==> src/timer2_pkg.sv <==
// timer2_pkg: register indices, field positions, reset values, encodings
// and timing constants of the 8-bit timer with two compare channels.
// assumes a 32-bit classic Wishbone bus; each register sits at 4 * index.
package timer2_pkg;

  // ----------------------------------------------------------------------
  // register indices (byte address = 4 * index)
  // ----------------------------------------------------------------------
  localparam int unsigned ADDR_W           = 10;
  localparam logic [7:0]  IDX_IRQ_FLAGS    = 8'h37;
  localparam logic [7:0]  IDX_IRQ_MASK     = 8'h70;
  localparam logic [7:0]  IDX_CONTROL_A    = 8'hb0;
  localparam logic [7:0]  IDX_CONTROL_B    = 8'hb1;
  localparam logic [7:0]  IDX_COUNT        = 8'hb2;
  localparam logic [7:0]  IDX_COMPARE_A    = 8'hb3;
  localparam logic [7:0]  IDX_COMPARE_B    = 8'hb4;
  localparam logic [7:0]  IDX_ASYNC_STATUS = 8'hb6;

  // ----------------------------------------------------------------------
  // field positions
  // ----------------------------------------------------------------------
  localparam int unsigned CTLB_FORCE_A_BIT = 7;
  localparam int unsigned CTLB_FORCE_B_BIT = 6;
  localparam int unsigned CTLB_WAVE_HI_BIT = 3;
  localparam int unsigned CTLB_CS_LSB      = 0;
  localparam int unsigned CTLA_OUT_A_LSB   = 6;
  localparam int unsigned CTLA_OUT_B_LSB   = 4;
  localparam int unsigned CTLA_WAVE_LO_LSB = 0;
  localparam int unsigned ASYNC_EXT_BIT    = 6;
  localparam int unsigned ASYNC_SEL_BIT    = 5;
  localparam int unsigned ASYNC_BUSY_LSB   = 0;

  // ----------------------------------------------------------------------
  // reset values and counter landmarks
  // ----------------------------------------------------------------------
  localparam logic [7:0]  RST_BYTE         = 8'h00;
  localparam logic [7:0]  COUNT_MAX        = 8'hff;
  localparam logic [7:0]  COUNT_BOTTOM     = 8'h00;

  // ----------------------------------------------------------------------
  // timing: prescaler width and busy hold after an async-mode write
  // ----------------------------------------------------------------------
  localparam int unsigned PRE_W            = 10;
  localparam logic [3:0]  UPDATE_CYCLES    = 4'h2;

  // ----------------------------------------------------------------------
  // encodings and carriers
  // ----------------------------------------------------------------------
  typedef enum logic [2:0] {
    CS_STOP    = 3'b000,
    CS_DIV1    = 3'b001,
    CS_DIV8    = 3'b010,
    CS_DIV32   = 3'b011,
    CS_DIV64   = 3'b100,
    CS_DIV128  = 3'b101,
    CS_DIV256  = 3'b110,
    CS_DIV1024 = 3'b111
  } clk_sel_t;

  typedef enum logic [2:0] {
    WM_NORMAL    = 3'b000,
    WM_PC_MAX    = 3'b001,
    WM_CTC       = 3'b010,
    WM_FAST_MAX  = 3'b011,
    WM_RSVD_4    = 3'b100,
    WM_PC_CMPA   = 3'b101,
    WM_RSVD_6    = 3'b110,
    WM_FAST_CMPA = 3'b111
  } wave_mode_t;

  typedef enum logic [1:0] {
    OM_OFF    = 2'b00,
    OM_TOGGLE = 2'b01,
    OM_CLEAR  = 2'b10,
    OM_SET    = 2'b11
  } out_mode_t;

  typedef struct packed {
    logic match_b;
    logic match_a;
    logic overflow;
  } irq_bits_t;

endpackage : timer2_pkg
==> src/timer2_core.sv <==
// timer2_core: 8-bit timer/counter with two compare channels, flags,
// mask and update-busy status, reached over classic Wishbone.
// assumes clk_i feeds the prescaler, vector acknowledges and the global
// interrupt enable come from the cpu on the same clock.
//
// The Wishbone slave port is this design's own decision.
`timescale 1ns/10ps
module timer2_core (
  // clock and reset
  input  wire logic                          clk_i,
  input  wire logic                          rst_i,
  // wishbone slave
  input  wire logic                          cyc_i,
  input  wire logic                          stb_i,
  input  wire logic                          we_i,
  input  wire logic [timer2_pkg::ADDR_W-1:0] adr_i,
  input  wire logic [3:0]                    sel_i,
  input  wire logic [31:0]                   dat_i,
  output logic      [31:0]                   dat_o,
  output logic                               ack_o,
  // cpu interrupt side
  input  wire logic                          gie_i,
  input  timer2_pkg::irq_bits_t              vec_ack_i,
  output timer2_pkg::irq_bits_t              irq_req_o,
  // waveform pins, bit 0 channel a, bit 1 channel b
  output logic      [1:0]                    wave_out_o,
  output logic      [1:0]                    wave_oe_o,
  // oscillator control
  output logic                               ext_clock_input_en_o,
  output logic                               async_clock_sel_o
);

  // ----------------------------------------------------------------------
  // bus slave
  // ----------------------------------------------------------------------
  logic        ack_q;
  logic [31:0] dat_q;
  logic [7:0]  rd_byte;
  logic [7:0]  idx;
  logic        req;
  logic        wr_en;
  logic [7:0]  wdat;

  assign req   = cyc_i & stb_i;
  assign idx   = adr_i[timer2_pkg::ADDR_W-1:2];
  // writes land on the edge that samples ack, once per request with sel_i[0] set
  assign wr_en = req & we_i & ack_q & sel_i[0];
  assign wdat  = dat_i[7:0];
  assign ack_o = ack_q;
  assign dat_o = dat_q;

  always_ff @(posedge clk_i)
  begin
    if (rst_i)
      ack_q <= 1'b0;
    else
      ack_q <= req & ~ack_q;
  end

  always_ff @(posedge clk_i)
  begin
    if (rst_i)
      dat_q <= 32'h0000_0000;
    else if (req & ~ack_q & ~we_i)
      dat_q <= {24'h00_0000, rd_byte};
  end

  logic wr_flags, wr_mask, wr_ctla, wr_ctlb, wr_cnt, wr_ocra, wr_ocrb, wr_async;
  assign wr_flags = wr_en & (idx == timer2_pkg::IDX_IRQ_FLAGS);
  assign wr_mask  = wr_en & (idx == timer2_pkg::IDX_IRQ_MASK);
  assign wr_ctla  = wr_en & (idx == timer2_pkg::IDX_CONTROL_A);
  assign wr_ctlb  = wr_en & (idx == timer2_pkg::IDX_CONTROL_B);
  assign wr_cnt   = wr_en & (idx == timer2_pkg::IDX_COUNT);
  assign wr_ocra  = wr_en & (idx == timer2_pkg::IDX_COMPARE_A);
  assign wr_ocrb  = wr_en & (idx == timer2_pkg::IDX_COMPARE_B);
  assign wr_async = wr_en & (idx == timer2_pkg::IDX_ASYNC_STATUS);

  // ----------------------------------------------------------------------
  // control and configuration registers
  // ----------------------------------------------------------------------
  timer2_pkg::out_mode_t  out_mode_a_q, out_mode_b_q;
  logic [1:0]             wave_mode_lo_q;
  logic                   wave_mode_hi_q;
  timer2_pkg::clk_sel_t   clock_select_field_q;
  logic [7:0]             ocr_q [2];
  timer2_pkg::irq_bits_t  mask_q;
  logic                   ext_clk_q, async_sel_q;
  timer2_pkg::wave_mode_t mode;
  logic                   pwm;

  assign mode = timer2_pkg::wave_mode_t'({wave_mode_hi_q, wave_mode_lo_q});
  assign pwm  = wave_mode_lo_q[0];

  always_ff @(posedge clk_i)
  begin
    if (rst_i)
    begin
      out_mode_a_q   <= timer2_pkg::OM_OFF;
      out_mode_b_q   <= timer2_pkg::OM_OFF;
      wave_mode_lo_q <= 2'b00;
    end
    else if (wr_ctla)
    begin
      out_mode_a_q   <= timer2_pkg::out_mode_t'(wdat[timer2_pkg::CTLA_OUT_A_LSB +: 2]);
      out_mode_b_q   <= timer2_pkg::out_mode_t'(wdat[timer2_pkg::CTLA_OUT_B_LSB +: 2]);
      wave_mode_lo_q <= wdat[timer2_pkg::CTLA_WAVE_LO_LSB +: 2];
    end
  end

  always_ff @(posedge clk_i)
  begin
    if (rst_i)
    begin
      wave_mode_hi_q       <= 1'b0;
      clock_select_field_q <= timer2_pkg::CS_STOP;
    end
    else if (wr_ctlb)
    begin
      wave_mode_hi_q       <= wdat[timer2_pkg::CTLB_WAVE_HI_BIT];
      clock_select_field_q <= timer2_pkg::clk_sel_t'(wdat[timer2_pkg::CTLB_CS_LSB +: 3]);
    end
  end

  // compare registers take effect at once in every mode
  always_ff @(posedge clk_i)
  begin
    if (rst_i)
    begin
      ocr_q[0] <= timer2_pkg::RST_BYTE;
      ocr_q[1] <= timer2_pkg::RST_BYTE;
    end
    else
    begin
      if (wr_ocra)
        ocr_q[0] <= wdat;
      if (wr_ocrb)
        ocr_q[1] <= wdat;
    end
  end

  always_ff @(posedge clk_i)
  begin
    if (rst_i)
      mask_q <= timer2_pkg::irq_bits_t'(3'b000);
    else if (wr_mask)
      mask_q <= timer2_pkg::irq_bits_t'(wdat[2:0]);
  end

  always_ff @(posedge clk_i)
  begin
    if (rst_i)
    begin
      ext_clk_q   <= 1'b0;
      async_sel_q <= 1'b0;
    end
    else if (wr_async)
    begin
      ext_clk_q   <= wdat[timer2_pkg::ASYNC_EXT_BIT];
      async_sel_q <= wdat[timer2_pkg::ASYNC_SEL_BIT];
    end
  end

  assign ext_clock_input_en_o = ext_clk_q;
  assign async_clock_sel_o    = async_sel_q;

  // ----------------------------------------------------------------------
  // prescaler and timer tick
  // ----------------------------------------------------------------------
  logic [timer2_pkg::PRE_W-1:0] pre_q;
  logic                         tick;

  always_ff @(posedge clk_i)
  begin
    if (rst_i)
      pre_q <= '0;
    else
      pre_q <= pre_q + 1'b1;
  end

  always_comb
  begin
    case (clock_select_field_q)
      timer2_pkg::CS_STOP:    tick = 1'b0;
      timer2_pkg::CS_DIV1:    tick = 1'b1;
      timer2_pkg::CS_DIV8:    tick = &pre_q[2:0];
      timer2_pkg::CS_DIV32:   tick = &pre_q[4:0];
      timer2_pkg::CS_DIV64:   tick = &pre_q[5:0];
      timer2_pkg::CS_DIV128:  tick = &pre_q[6:0];
      timer2_pkg::CS_DIV256:  tick = &pre_q[7:0];
      timer2_pkg::CS_DIV1024: tick = &pre_q[9:0];
      default:                tick = 1'b0;
    endcase
  end

  // ----------------------------------------------------------------------
  // counter
  // ----------------------------------------------------------------------
  logic [7:0] cnt_q;
  logic       down_q;
  logic       block_q;
  logic [7:0] top;
  logic       at_top;
  logic       is_fast, is_pc;
  logic       wrap_ev;
  logic       ovf_ev;

  assign top     = wave_mode_hi_q | (mode == timer2_pkg::WM_CTC) ? ocr_q[0] : timer2_pkg::COUNT_MAX;
  assign at_top  = (cnt_q == top);
  assign is_fast = (mode == timer2_pkg::WM_FAST_MAX) | (mode == timer2_pkg::WM_FAST_CMPA);
  assign is_pc   = (mode == timer2_pkg::WM_PC_MAX) | (mode == timer2_pkg::WM_PC_CMPA);
  assign wrap_ev = tick & ~wr_cnt & is_fast & at_top;

  always_comb
  begin
    if (is_pc)
      ovf_ev = tick & ~wr_cnt & down_q & (cnt_q == timer2_pkg::COUNT_BOTTOM);
    else if (is_fast)
      ovf_ev = wrap_ev;
    else
      ovf_ev = tick & ~wr_cnt & (cnt_q == timer2_pkg::COUNT_MAX);
  end

  // software write wins over a tick in the same cycle
  always_ff @(posedge clk_i)
  begin
    if (rst_i)
    begin
      cnt_q  <= timer2_pkg::RST_BYTE;
      down_q <= 1'b0;
    end
    else if (wr_cnt)
      cnt_q <= wdat;
    else if (tick)
    begin
      if (is_pc)
      begin
        if (!down_q && at_top)
        begin
          down_q <= 1'b1;
          cnt_q  <= cnt_q - 1'b1;
        end
        else if (down_q && cnt_q == timer2_pkg::COUNT_BOTTOM)
        begin
          down_q <= 1'b0;
          cnt_q  <= cnt_q + 1'b1;
        end
        else
          cnt_q <= down_q ? cnt_q - 1'b1 : cnt_q + 1'b1;
      end
      else if ((is_fast || mode == timer2_pkg::WM_CTC) && at_top)
        cnt_q <= timer2_pkg::COUNT_BOTTOM;
      else
      begin
        down_q <= 1'b0;
        cnt_q  <= cnt_q + 1'b1;
      end
    end
  end

  always_ff @(posedge clk_i)
  begin
    if (rst_i)
      block_q <= 1'b0;
    else if (wr_cnt)
      block_q <= 1'b1;
    else if (tick)
      block_q <= 1'b0;
  end

  // ----------------------------------------------------------------------
  // compare channels and waveform outputs
  // ----------------------------------------------------------------------
  logic [1:0] match_ev;
  logic [1:0] force_ev;
  logic [1:0] wave_vec;
  logic [1:0] force_bits;

  assign force_bits = {wdat[timer2_pkg::CTLB_FORCE_B_BIT], wdat[timer2_pkg::CTLB_FORCE_A_BIT]};

  for (genvar ch = 0; ch < 2; ch++)
  begin : g_chan
    timer2_pkg::out_mode_t om;
    logic                  wave_q;
    logic                  wave_d;
    logic                  match_ignored;

    assign om = (ch == 0) ? out_mode_a_q : out_mode_b_q;
    assign match_ev[ch] = tick & ~wr_cnt & ~block_q & (cnt_q == ocr_q[ch]);
    // mode bits are taken before the write lands, so a strobe in a pwm write is dropped
    assign force_ev[ch] = wr_ctlb & force_bits[ch] & ~pwm;
    assign match_ignored = om[1] & (ocr_q[ch] == top);

    always_comb
    begin
      wave_d = wave_q;
      if (force_ev[ch] || (!pwm && match_ev[ch]))
      begin
        case (om)
          timer2_pkg::OM_TOGGLE: wave_d = ~wave_q;
          timer2_pkg::OM_CLEAR:  wave_d = 1'b0;
          timer2_pkg::OM_SET:    wave_d = 1'b1;
          default:               wave_d = wave_q;
        endcase
      end
      else if (pwm && match_ev[ch] && !(is_fast && match_ignored))
      begin
        case (om)
          timer2_pkg::OM_TOGGLE: wave_d = (ch == 0 && wave_mode_hi_q) ? ~wave_q : wave_q;
          timer2_pkg::OM_CLEAR:  wave_d = is_fast ? 1'b0 : down_q;
          timer2_pkg::OM_SET:    wave_d = is_fast ? 1'b1 : ~down_q;
          default:               wave_d = wave_q;
        endcase
      end
      if (wrap_ev && om[1])
        wave_d = ~om[0];
    end

    always_ff @(posedge clk_i)
    begin
      if (rst_i)
        wave_q <= 1'b0;
      else
        wave_q <= wave_d;
    end

    assign wave_vec[ch]   = wave_q;
    assign wave_oe_o[ch]  = (om != timer2_pkg::OM_OFF) & ~(ch == 1 && pwm && om == timer2_pkg::OM_TOGGLE);
  end

  assign wave_out_o = wave_vec;

  // ----------------------------------------------------------------------
  // interrupt flags and requests
  // ----------------------------------------------------------------------
  timer2_pkg::irq_bits_t flags_q;
  timer2_pkg::irq_bits_t flag_set;
  timer2_pkg::irq_bits_t flag_clr;

  // forced strobes never reach the flags
  assign flag_set = timer2_pkg::irq_bits_t'({match_ev[1], match_ev[0], ovf_ev});
  assign flag_clr = timer2_pkg::irq_bits_t'((wr_flags ? wdat[2:0] : 3'b000) | vec_ack_i);

  always_ff @(posedge clk_i)
  begin
    if (rst_i)
      flags_q <= timer2_pkg::irq_bits_t'(3'b000);
    else
      flags_q <= (flags_q & ~flag_clr) | flag_set;
  end

  assign irq_req_o = flags_q & mask_q & {3{gie_i}};

  // ----------------------------------------------------------------------
  // update-busy status
  // ----------------------------------------------------------------------
  logic [4:0] busy_q;
  logic [4:0] busy_set;
  logic [3:0] upd_cnt_q;

  assign busy_set = {wr_cnt, wr_ocra, wr_ocrb, wr_ctla, wr_ctlb} & {5{async_sel_q}};

  always_ff @(posedge clk_i)
  begin
    if (rst_i)
      upd_cnt_q <= 4'h0;
    else if (|busy_set)
      upd_cnt_q <= timer2_pkg::UPDATE_CYCLES;
    else if (upd_cnt_q != 4'h0)
      upd_cnt_q <= upd_cnt_q - 4'h1;
  end

  always_ff @(posedge clk_i)
  begin
    if (rst_i)
      busy_q <= 5'h00;
    else
      busy_q <= ((upd_cnt_q == 4'h1) ? 5'h00 : busy_q) | busy_set;
  end

  // ----------------------------------------------------------------------
  // read mux
  // ----------------------------------------------------------------------
  always_comb
  begin
    case (idx)
      timer2_pkg::IDX_IRQ_FLAGS:    rd_byte = {5'h00, flags_q};
      timer2_pkg::IDX_IRQ_MASK:     rd_byte = {5'h00, mask_q};
      timer2_pkg::IDX_CONTROL_A:    rd_byte = {out_mode_a_q, out_mode_b_q, 2'b00, wave_mode_lo_q};
      timer2_pkg::IDX_CONTROL_B:    rd_byte = {4'h0, wave_mode_hi_q, clock_select_field_q};
      timer2_pkg::IDX_COUNT:        rd_byte = cnt_q;
      timer2_pkg::IDX_COMPARE_A:    rd_byte = ocr_q[0];
      timer2_pkg::IDX_COMPARE_B:    rd_byte = ocr_q[1];
      timer2_pkg::IDX_ASYNC_STATUS: rd_byte = {1'b0, ext_clk_q, async_sel_q, busy_q};
      default:                      rd_byte = 8'h00;
    endcase
  end
endmodule : timer2_core

==> config.mk <==
export PLATFORM = sky130hd
export DESIGN_NAME = timer2_core
export DESIGN_NICKNAME = d
export VERILOG_FILES = /design/src/timer2_pkg.sv /design/src/timer2_core.sv
export SDC_FILE = /design/constraint.sdc
export NUM_CORES = 1
export LEC_CHECK = 0
export BUFFER_PORTS_ARGS = -buffer_cell sky130_fd_sc_hd__buf_2
export CAP_MARGIN = 20
export CORE_ASPECT_RATIO = 0.6
export CORE_UTILIZATION = 56
export CTS_CLUSTER_SIZE = 30
export DETAILED_ROUTE_END_ITERATION = 10
export PLACE_DENSITY = 0.9
export SLEW_MARGIN = 20
export SYNTH_ARGS = -nofsm -noshare
export SYNTH_HDL_FRONTEND = slang
export SYNTH_SLANG_ARGS = --single-unit
==> constraint.sdc <==
create_clock -name clk_i -period 3.36 [get_ports clk_i]
set_input_delay 0.672 -clock clk_i [delete_from_list [all_inputs] [get_ports clk_i]]
set_output_delay 0.672 -clock clk_i [all_outputs]
set_load 0.01 [all_outputs]
Yosys cells after proc, flatten, opt, wreduce, memory -nomap -nowiden
Memories as Yosys holds them, arrays and structs flattened.
Index checks and enable logic that the tools add are counted.
{"block": "word_totals", "ff_bits": 58, "n_memories": 1, "out_inout_bits": 42, "mem_bits_rw": 16, "wordCells": 208}
{"block": "op_classes", "mux": 45, "eq_ne": 36, "bitwise_logic": 54, "addsub": 4, "reduce_logical": 44}
{"memory": "ocr_q", "words": 2, "width": 8, "rd": 2, "rd_clocked_by_memory_dff": 0, "write_ports": 2, "line_no": "timer2_core.sv:85", "rtl": "logic [7:0] ocr_q [2];"}
{"cell": "8-bit two-way mux", "n": 10}
{"cell": "8-bit case mux with 8 select lines", "n": 1}
{"cell": "8-bit equality test (second input constant)", "n": 7}
{"cell": "8-bit equality test", "n": 5}
{"cell": "1-bit AND", "n": 30}
{"cell": "1-bit two-way mux", "n": 25}
{"cell": "3-bit equality test (second input constant)", "n": 6}
{"cell": "4-bit nonzero test", "n": 4}
{"cell": "1-bit logical AND", "n": 14}
{"cell": "3-bit by 2-bit equality test with 1-bit output (second input constant)", "n": 4}
{"cell": "1-bit inverter", "n": 11}
{"cell": "10-bit by 1-bit adder with 10-bit output (second input constant)", "n": 1}
{"cell": "10-bit AND reduction", "n": 1}
{"cell": "3-bit AND", "n": 3}
{"cell": "1-bit case mux with 3 select lines", "n": 3}
{"cell": "3-bit AND reduction", "n": 3}
{"cell": "8-bit by 1-bit adder with 8-bit output (second input constant)", "n": 1}
{"cell": "2-bit equality test (second input constant)", "n": 4}
{"cell": "8-bit by 6-bit equality test with 1-bit output (second input constant)", "n": 1}
{"cell": "8-bit by 7-bit equality test with 1-bit output (second input constant)", "n": 1}
{"cell": "8-bit logical NOT", "n": 1}
{"cell": "1-bit case mux with 8 select lines", "n": 1}
{"cell": "8-bit AND reduction", "n": 1}
{"cell": "2-bit nonzero test", "n": 4}
{"cell": "27 further kinds", "n": 41}

Longest topological paths before layout
Gate-level depths: netlist of run 1.
{"block": "logic_depth", "depth_word": 14, "depth_mapped": 12, "depth_no_buf": 11}

Worst setup path before layout of run 1
OpenSTA, ideal clock, no wires.
{"block": "synth_path", "path_kind": "register -> register", "startpoint": "register cnt_q[0]", "endpoint": "register cnt_q[7]", "n_path_buf": 1, "path_stages_with_launch": 12, "setup_ns": 0.069, "setup_slack_ns": 0.656, "period_less_slack_ns": 2.704, "arrival_time_ns": 2.635, "cell_sequence": "dfxtp_1 > clkbuf_1 > inv_1 > ha_1 > or3b_1 > or3_1 > or4_1 > nand2_1 > o2111ai_1 > a211o_1 > o211a_1 > o21ai_1"}
{"block": "synth_between", "elab_chain_cells": 7}
{"item": "from (decl)", "line_no": "timer2_core.sv:198", "rtl": "logic [7:0] cnt_q;"}
{"item": "from (signal assigned)", "line_no": "timer2_core.sv:228", "rtl": "cnt_q <= timer2_pkg::RST_BYTE;"}
{"item": "from (signal assigned)", "line_no": "timer2_core.sv:232", "rtl": "cnt_q <= wdat;"}
{"item": "from (signal assigned)", "line_no": "timer2_core.sv:240", "rtl": "cnt_q <= cnt_q - 1'b1;"}
{"item": "8-bit by 1-bit adder with 8-bit output, or another cell as far along", "line_no": "timer2_core.sv:245, timer2_core.sv:248, timer2_core.sv:255"}
{"item": "8-bit two-way mux or 1-bit logical AND (tied branches)", "line_no": "timer2_core.sv:248, timer2_core.sv:242"}
{"item": "8-bit two-way mux", "line_no": "timer2_core.sv:242", "rtl": "else if (down_q && cnt_q == timer2_pkg::COUNT_BOTTOM)"}
{"item": "8-bit two-way mux", "line_no": "timer2_core.sv:237", "rtl": "if (!down_q && at_top)"}
{"item": "8-bit two-way mux (*)", "line_no": "timer2_core.sv:235", "rtl": "if (is_pc)"}
{"item": "8-bit two-way mux (*)", "line_no": "timer2_core.sv:233", "rtl": "else if (tick)"}
{"item": "8-bit two-way mux (*)", "line_no": "timer2_core.sv:231", "rtl": "else if (wr_cnt)"}
Mark *: on every way between the ends. The rest lies on a longest branch, timed or not. The select of a mux whose other input is x is not followed.
A chain may end at the register's enable or synchronous reset.

==> out/qor.yml, run 1 <==
synth_edf_count: 16
synth_simple_gate_area_share_pct: 26.1
crit_fanout: 6
grt_pass1_wl_mm: 22.7
cts_tree: "yes"
final_cells: 732
worstSetupEndpoint: "g_chan[0].wave_q$_SDFFE_PP0P_"
die_w_um: 121
startpoint: "ocr_q[0][5]$_DFFE_PP_"
grt_pass1_vias: 4426
irDropWorstVdd_v: 0.000328
ys.flop_type: "dfxtp_1"
cp.required_ns: 3.59
syn2layout_area_growth_pct: 12.3
dpl.cell_count: 716
post_dp_cell_area_mm2: 0.00499
timing.rr.start: "ocr_q[0][5]$_DFFE_PP_"
yosysUniqueCellTypes: 71
via_per_inst: 6.57
maxSlewHeadroom_pct: 41.4
ioPinCount: 97
status: "completed"
insertion_delay_ns: 0.34
powerDensity_mw_per_mm2: 396
row_count: 25
die_height_um: 73.2
drtAntennaViolNets: 0
initial_utilization_pct: 58.9
rsz0062_at_grt: "no"
first_pass_iters: 7
fmaxAchievable_mhz: 327
fin_nets: 679
synthMuxAreaShare_pct: 4.33
worst_pin_slew_ns: 0.871
p_clk_share_pct: 50.3
grt_max_degree: 42
synth_top_area_cell: "dfxtp_1"
ctsResizeCount: 0
fillerInstances: 648
routedWlPerCell_um: 20.1
avgSynthCellArea_um2: 8.14
synth_area_leaders: "dfxtp_1 25%, edfxtp_1 10%, nor2_1 5.5%"
wirelength_mm: 14.7
dpl.hpwl_mm: 10.6
synth_top_family_by_area: "simple AND/OR/NAND/NOR gates"
fin_crit_sh_pct: 91.1
postCtsSetupBuffers: 0
portBuffers: 43
yosys.area_share.xor_xnor_pct: 5.92
drv_cap: 0
route.detailed.drc: 0
hold_viol_final: 0
path_clk_slew_ns: 0.06
min_period_ns: 3.06
synthCells: 582
worstSetupPathType: "register to register"
setup_tns_ns: 0
synthAdderAreaFrac_pct: 1.32
vias: 4810
synth_top_area_share_pct: 24.5
cp.arrival_ns: 3.29
numClockSinks: 74
rr_worst_depth: 8
grt_usage_pct: 34.4
syn_area_mm2: 0.00474
r2r-end: "g_chan[0].wave_q$_SDFFE_PP0P_"
core_area_mm2: 0.00804
setup_viol: 0
synth_compound_area_share_pct: 20.0
p_seq_share_pct: 44.4
overflow: 0
gp_congestion: 0.965
drtIter0Drc: 774
die_area_mm2: 0.00884
min_path_type: "register to register"
r2r_slack_ns: 0.30
root_buffer: "clkbuf_16"
postCtsHoldBufs: 0
clock_skew_ns: 0.00490
async_flop_share_pct: 0
p_leak_nw: 2.04
antenna_found_initial: 0
cts_buffers: 9
p_sw_share_pct: 23.7
internal_power_w: 0.00161
htree_levels: 3
postLayoutCellArea_mm2: 0.00532
ys_seq_area_share_pct: 34.7
combPwrFrac_pct: 5.3
clk_path_buf_depth: 2
crit_path_start_kind: "register"
antenna_cells: 0
endpoint_kind: "register"
layout-drive-gt1-share_pct: 15.2
p_sw_w: 0.000500
synth-seq-cells: 74
yosys_warnings: 0
report.final.slew_viol_count: 0
## placed cells by master (no fill, tap or decap), types with 3 or more instances in the layout
cell / synthesis / layout
a221oi_1: 3 / 3
a21oi_1: 43 / 43
buf_2: 3 / 43
edfxtp_1: 16 / 16
o221ai_1: 3 / 3
a22oi_1: 13 / 13
nor3_1: 15 / 15
buf_4: 26 / 19
nand3b_1: 3 / 3
nand3_1: 25 / 25
xor2_1: 15 / 15
a211oi_1: 4 / 4
nor2_1: 70 / 70
nand4bb_1: 4 / 4
and3_1: 12 / 12
a32o_1: 5 / 5
conb_1: 1 / 24
o21ai_0: 25 / 25
nor4b_1: 3 / 3
ha_1: 5 / 5
mux2i_1: 16 / 16
or3_1: 6 / 6
or2_2: 7 / 7
nand2_1: 46 / 46
dfxtp_1: 58 / 58
o21ai_1: 3 / 3
nand2b_1: 5 / 5
inv_1: 9 / 9
clkbuf_16: 0 / 9
a31oi_1: 8 / 8
nor4_1: 4 / 4
o31ai_1: 5 / 5
o211ai_1: 4 / 4
and2_1: 13 / 13
nand4_1: 6 / 6
xnor2_1: 17 / 17
nor2b_1: 9 / 9
## registers in the layout, summed over array words and instances, names as in the netlist, 2 cells and up
signal                cells
ocr_q                    16
pre_q                    10
cnt_q                     8
dat_o                     8
busy_q                    5
g_chan.om                 4
upd_cnt_q                 4
clock_select_field_q      3
flags_q                   3
mask_q                    3
g_chan.wave_q             2
wave_mode_lo_q            2
## cell type report
type	instances	area, um^2	area share, %
clock inverters	7	100	1.88
well taps	108	135	2.54
multi-input cells	463	2830	53.1
inverters	9	33.8	0.635
repair buffers	62	358	6.73
flip-flops and latches	74	1640	30.9
clock buffers	9	225	4.23
## synthesized netlist by cell type (all sizes together), types with 3 or more instances
master,number
a22oi,13
a211oi,4
o21ai,28
buf,38
xor2,15
clkbuf,21
inv,9
or2,8
nor3,16
ha,5
edfxtp,16
o221ai,3
a21oi,43
mux2i,16
nand3,25
a221oi,3
and2,13
nand4bb,4
dfxtp,58
nor4,5
nand4,6
nand2,46
or3,6
nand2b,5
xnor2,17
nor2,70
a31oi,8
nand3b,3
and3,12
nor2b,9
a32o,5
nor4b,3
o31ai,5
o211ai,4
## routing by layer
metal	GRT usage, %	share of wire (%)	up-vias	routed length, um
met4	13.7	3.3	0	488
met1	44.0	39	2229	5690
met5	0	0	-	0
li1	-	-	2159	-
met3	15.0	16	70	2360
met2	51.0	42	352	6160
## cells by family after synthesis
kind of cell             count (synthesis)
AO/OA/AOI/OAI                          143
AND/OR/NAND/NOR                        241
flip-flops                              74
buffers and inverters                   68
other                                    1
multiplexers                            18
adder cells (fa/ha/maj)                  5
XOR/XNOR                                32
## how the worst min path moves through the flow
stage	end	cells past startpoint	start	slack, ns
after floorplan	pre_q[0]$_SDFF_PP0_	1	pre_q[0]$_SDFF_PP0_	0.43
after global placement	ack_o$_SDFF_PP0_	1	ack_o$_SDFF_PP0_	0.44
after detailed placement	ack_o$_SDFF_PP0_	1	ack_o$_SDFF_PP0_	0.45
after CTS	ack_o$_SDFF_PP0_	1	ack_o$_SDFF_PP0_	0.47
after global routing	ack_o$_SDFF_PP0_	1	ack_o$_SDFF_PP0_	0.49
final	ack_o$_SDFF_PP0_	1	ack_o$_SDFF_PP0_	0.47
## power by group through the flow
stage	clock (W)	combinational (W)	sequential (W)
after floorplan	0	0.0000869	0.000945
after global placement	0	0.000102	0.000952
after detailed placement	0	0.000106	0.000953
after CTS	0.00106	0.000108	0.000933
after global routing	0.00109	0.000121	0.000935
final	0.00106	0.000112	0.000935
## through the flow
stage / power, W / utilization [%] / worst slack [ns] / hold slack [ns]
finish: 0.00211 / 66.2 / 0.299 / 0.472
global route: 0.00215 / 66.2 / 0.215 / 0.494
CTS: 0.00210 / 66.2 / 0.426 / 0.473
detailed placement: 0.00106 / 62.1 / 0.363 / 0.454
global placement: 0.00105 / 62.1 / 0.489 / 0.438
floorplan: 0.00103 / - / 0.656 / 0.426
## worst max-delay path: stages (launching register included)
cell      delay [ns]
edfxtp_1        0.52
xor2_1          0.21
nor4_1          0.78
nand2_1         0.13
or4_4           0.47
a32o_1          0.29
or3_1           0.37
nand4_1         0.10
nand3_1         0.07
Power figures use the tool's default switching activity.
==> inputs of run 2 (changes only) <==
Settings changed: CORE_UTILIZATION 56 to 60, PLACE_DENSITY 0.9 to 0.95.
Clock period 3.36 ns to 3.8 ns, I/O delays scaled along.
==> run 2 against run 1 <==
- power shrank 14%
- clock power shrank 17%
- die area fell by 6.5%
- global-route usage grew 3.6 points
- core utilization grew 4.0 points
- register-to-register slack gained 0.24 ns
- combinational power shrank 13%
==> out/qor.yml, run 2 (synthesis results as in run 1) <==
ctsResizeCount: 0
drtIter0Drc: 909
cp_slowest_cell: "nor4b_1"
gp_congestion: 0.994
dpl.hpwl_mm: 10.6
final_cell_mix: "70 x nor2_1, 58 x dfxtp_1, 46 x nand2_1"
maxSlewHeadroom_pct: 39.7
first_pass_iters: 6
portBuffers: 43
initial_utilization_pct: 63.6
layout-drive-gt1-share_pct: 14.0
min_period_ns: 3.26
top_register: "ocr_q"
clock_skew_ns: 0.00847
top_regs: "ocr_q (16), pre_q (10)"
cts_buffers: 9
fmaxAchievable_mhz: 307
hold_path_depth: 1
route.detailed.drc: 0
fin_nets: 670
drtAntennaViolNets: 0
htree_levels: 3
numClockSinks: 74
status: "completed"
crit_fanout: 11
powerDensity_mw_per_mm2: 345
clk_path_buf_depth: 2
antenna_found_initial: 0
path_clk_slew_ns: 0.06
core_area_mm2: 0.00745
worst_pin_slew_ns: 0.897
grt_pass1_vias: 4474
p_leak_nw: 1.98
grt_usage_pct: 37.9
antenna_cells: 0
root_buffer: "clkbuf_16"
grt_max_degree: 47
irDropWorstVdd_v: 0.000381
endpoint_kind: "register"
final_common_cell: "nor2_1"
path_buf_inv: 0
crit_path_cell_trace: "ha_1, ha_1, nor4bb_1, a31oi_1, o41a_1, nor4b_1, a31oi_1, a31oi_1, o21a_1, a311oi_1"
postCtsHoldBufs: 0
path_common_cell: "a31oi_1"
overflow: 0
wirelength_mm: 15.1
min_path_type: "register to register"
hold_viol_final: 0
drv_cap: 0
setup_tns_ns: 0
die_area_mm2: 0.00827
rr_worst_depth: 10
worstSetupPathType: "register to register"
row_count: 24
fillerInstances: 580
grt_pass1_wl_mm: 23.2
die_height_um: 70.8
vias: 4885
fin_crit_sh_pct: 85.8
cts_tree: "yes"
crit_path_start_kind: "register"
cp.required_ns: 4.01
largest_register_ffs: 16
insertion_delay_ns: 0.35
die_w_um: 117
path_depth: 10
critPathTopFamily: "compound AO/OA/AOI/OAI gates"
cpPeakStageDelay_ns: 0.78
via_per_inst: 6.79
report.final.slew_viol_count: 0
ioPinCount: 97
cp.arrival_ns: 3.47
rsz0062_at_grt: "no"
final_core_utilization_pct: 70.1
postCtsSetupBuffers: 0
routedWlPerCell_um: 21.0
syn2layout_area_growth_pct: 10.3
setup_viol: 0
-- run 2: power breakdown --
part	total (W)	switching (W)	internal, W
Sequential	0.000827	0.0000164	0.000811
Combinational	0.0000979	0.0000684	0.0000295
Clock	0.000880	0.000367	0.000513
-- run 2: area by class of cell --
cell class,count,area [um^2],area share [%]
repair buffers,53,290,5.56
clock inverters,7,77.6,1.49
flip-flops and latches,74,1640,31.4
clock buffers,9,225,4.31
multi-input cells,463,2830,54.1
well taps,104,130,2.49
inverters,9,33.8,0.647
-- run 2: path summary, 6_finish.rpt --
kind / startpoint / end / slack, ns
setup reg to reg: pre_q[0]$_SDFF_PP0_ / g_chan[1].wave_q$_SDFFE_PP0P_ / 0.54
hold reg to reg: pre_q[0]$_SDFF_PP0_ / pre_q[0]$_SDFF_PP0_ / 0.48
setup / recovery: pre_q[0]$_SDFF_PP0_ / g_chan[1].wave_q$_SDFFE_PP0P_ / 0.54
hold / removal: pre_q[0]$_SDFF_PP0_ / pre_q[0]$_SDFF_PP0_ / 0.48
-- run 2: routing by layer --
layer | share of wire, % | routed length (um) | track usage [%]
met5 | 0 | 0 | 0
met4 | 4.0 | 603 | 14.2
met3 | 16 | 2410 | 16.7
met2 | 42 | 6390 | 54.4
met1 | 38 | 5700 | 50.3
-- run 2: through the flow --
stage / hold WS (ns) / power (W) / cell area, um^2 / instances / worst slack (ns)
final: 0.476 / 0.00180 / 5220 / 719 / 0.540
after global routing: 0.504 / 0.00185 / 5220 / 719 / 0.427
after CTS: 0.479 / 0.00179 / 5220 / 719 / 0.731
after detailed placement: 0.469 / 0.000935 / 4920 / 703 / 0.429
after global placement: 0.436 / 0.000930 / 4920 / 703 / 0.648
after floorplan: 0.426 / 0.000913 / 4820 / 605 / 1.06
==> inputs of run 3 (changes only) <==
Settings changed: REMOVE_ABC_BUFFERS from default to 1.
==> run 3 against run 2 <==
- non-clock buffer count grew 2
- critical path depth down 2
- register-to-register slack got worse by 0.03 ns
- final cell count rose by 0.28%
- critical path type unchanged
==> out/qor.yml, run 3 (synthesis results as in run 1) <==
via_per_inst: 6.89
worstHoldStart: "ack_o$_SDFF_PP0_"
top_register: "ocr_q"
layout-drive-gt1-share_pct: 14.3
p_seq_share_pct: 47.2
grt_pass1_wl_mm: 23.0
setup_tns_ns: 0
root_buffer: "clkbuf_16"
die_w_um: 117
wirelength_mm: 14.9
htree_levels: 3
ioPinCount: 97
overflow: 0
rsz0062_at_grt: "no"
p_leak_nw: 1.99
antenna_cells: 0
cp.required_ns: 4.01
highest_layer: "met4"
numClockSinks: 74
insertion_delay_ns: 0.34
p_clk_share_pct: 47.0
setup_slack_ns: 0.508
setup_viol: 0
core_area_mm2: 0.00745
crit_path_cell_trace: "nor2b_1, or2_1, a32o_1, nand4_1, nor3_1, nor3b_1, o21ai_0, a311oi_1"
postCtsSetupBuffers: 0
irDropWorstVdd_v: 0.000263
cp.arrival_ns: 3.50
top_regs: "ocr_q (16), pre_q (10)"
p_sw_w: 0.000443
rr_worst_depth: 8
min_period_ns: 3.29
hold-path-endpoint: "ack_o$_SDFF_PP0_"
status: "completed"
gp_congestion: 0.987
portBuffers: 43
die_height_um: 70.8
fillerInstances: 577
critPathTopFamily: "simple AND/OR/NAND/NOR gates"
drv_cap: 0
met3_length_mm: 2.54
endpoint_kind: "register"
worst_pin_slew_ns: 0.926
dpl.hpwl_mm: 10.4
drtAntennaViolNets: 0
pre_cts_slack_ns: 0.738
p_sw_share_pct: 25.3
final_cell_mix: "70 x nor2_1, 58 x dfxtp_1, 46 x nand2_1"
ctsResizeCount: 0
internal_power_w: 0.00131
antenna_found_initial: 1
r2r_slack_ns: 0.51
cp_slowest_cell: "dfxtp_1"
min_path_type: "register to register"
clk_path_buf_depth: 2
final_common_cell: "nor2_1"
wl_met2_mm: 6.14
grt_pass1_vias: 4449
syn2layout_area_growth_pct: 10.2
first_pass_iters: 7
m1WireLength_mm: 5.72
cts_tree: "yes"
fin_nets: 672
fin_crit_sh_pct: 86.6
dpl.cell_count: 705
powerDensity_mw_per_mm2: 335
largest_register_ffs: 16
cts_buffers: 9
die_area_mm2: 0.00827
hold_viol_final: 0
route.detailed.drc: 0
finalHoldWorstSlack_ns: 0.462
postCtsHoldBufs: 0
maxSlewHeadroom_pct: 37.7
r2r-end: "g_chan[1].wave_q$_SDFFE_PP0P_"
initial_utilization_pct: 63.6
row_count: 24
hold_path_depth: 1
finalPower_w: 0.00175
grt_usage_pct: 36.9
path_buf_inv: 0
worstSetupPathType: "register to register"
crit_fanout: 12
grt_max_degree: 35
cpPeakStageDelay_ns: 0.62
path_clk_slew_ns: 0.07
routedWlPerCell_um: 20.7
vias: 4967
crit_path_start_kind: "register"
timing.rr.start: "wave_mode_lo_q[1]$_SDFFE_PP0P_"
combPwrFrac_pct: 5.8
report.final.slew_viol_count: 0
clock_skew_ns: 0.00924
drtIter0Drc: 970
final_cells: 721
fmaxAchievable_mhz: 304
[run 3: changes by cell type in the layout (fill, tap and decap cells not counted)]
| cell | previous run | this run |
|---|---|---|
| inv_6 | 1 | 2 |
| clkbuf_8 | 0 | 1 |
| clkinv_4 | 3 | 2 |
| buf_4 | 10 | 12 |
| clkinvlp_4 | 1 | 0 |
| inv_4 | 0 | 1 |
| bufinv_16 | 1 | 0 |
[run 3: metal layers]
layer,track usage (%),vias to the layer above
met5,0,-
met4,9.85,0
met3,13.3,96
met2,54.4,462
met1,51.2,2279
li1,-,2130
[run 3: final cells by class]
cell class                 instances  area (um^2)  share of cell area (%)
multi-input combinational        463         2830                    54.1
sequential                        74         1640                    31.4
timing repair buffer              55          305                    5.85
clock buffer                      10          239                    4.58
tap                              104          130                    2.49
clock inverter                     6         46.3                   0.887
inverter                           9         33.8                   0.647
[run 3: worst max-delay path by stage]
stage	start	endpoint	slack [ns]	depth (start not counted)
after floorplan	adr_i[8]	g_chan[0].wave_q$_SDFFE_PP0P_	0.95	8
after global placement	adr_i[7]	g_chan[0].wave_q$_SDFFE_PP0P_	0.81	10
after detailed placement	adr_i[8]	g_chan[0].wave_q$_SDFFE_PP0P_	0.74	10
after CTS	wave_mode_lo_q[1]$_SDFFE_PP0P_	g_chan[1].wave_q$_SDFFE_PP0P_	0.71	8
after global routing	wave_mode_lo_q[1]$_SDFFE_PP0P_	g_chan[1].wave_q$_SDFFE_PP0P_	0.27	8
final	wave_mode_lo_q[1]$_SDFFE_PP0P_	g_chan[1].wave_q$_SDFFE_PP0P_	0.51	8
[run 3: power by group through the flow]
| stage | Clock, W | Combinational [W] | Sequential [W] |
|---|---|---|---|
| detailed placement | 0 | 0.0000949 | 0.000842 |
| global route | 0.000847 | 0.000107 | 0.000827 |
| global placement | 0 | 0.0000915 | 0.000842 |
| finish | 0.000823 | 0.000101 | 0.000827 |
| CTS | 0.000819 | 0.0000961 | 0.000825 |
| floorplan | 0 | 0.0000433 | 0.000836 |
[run 3: through the flow]
step | instance area (um^2) | util (%)
finish | 5220 | 70.1
detailed placement | 4940 | 66.3
global route | 5220 | 70.1
global placement | 4940 | 66.3
floorplan | 4500 | -
CTS | 5220 | 70.1
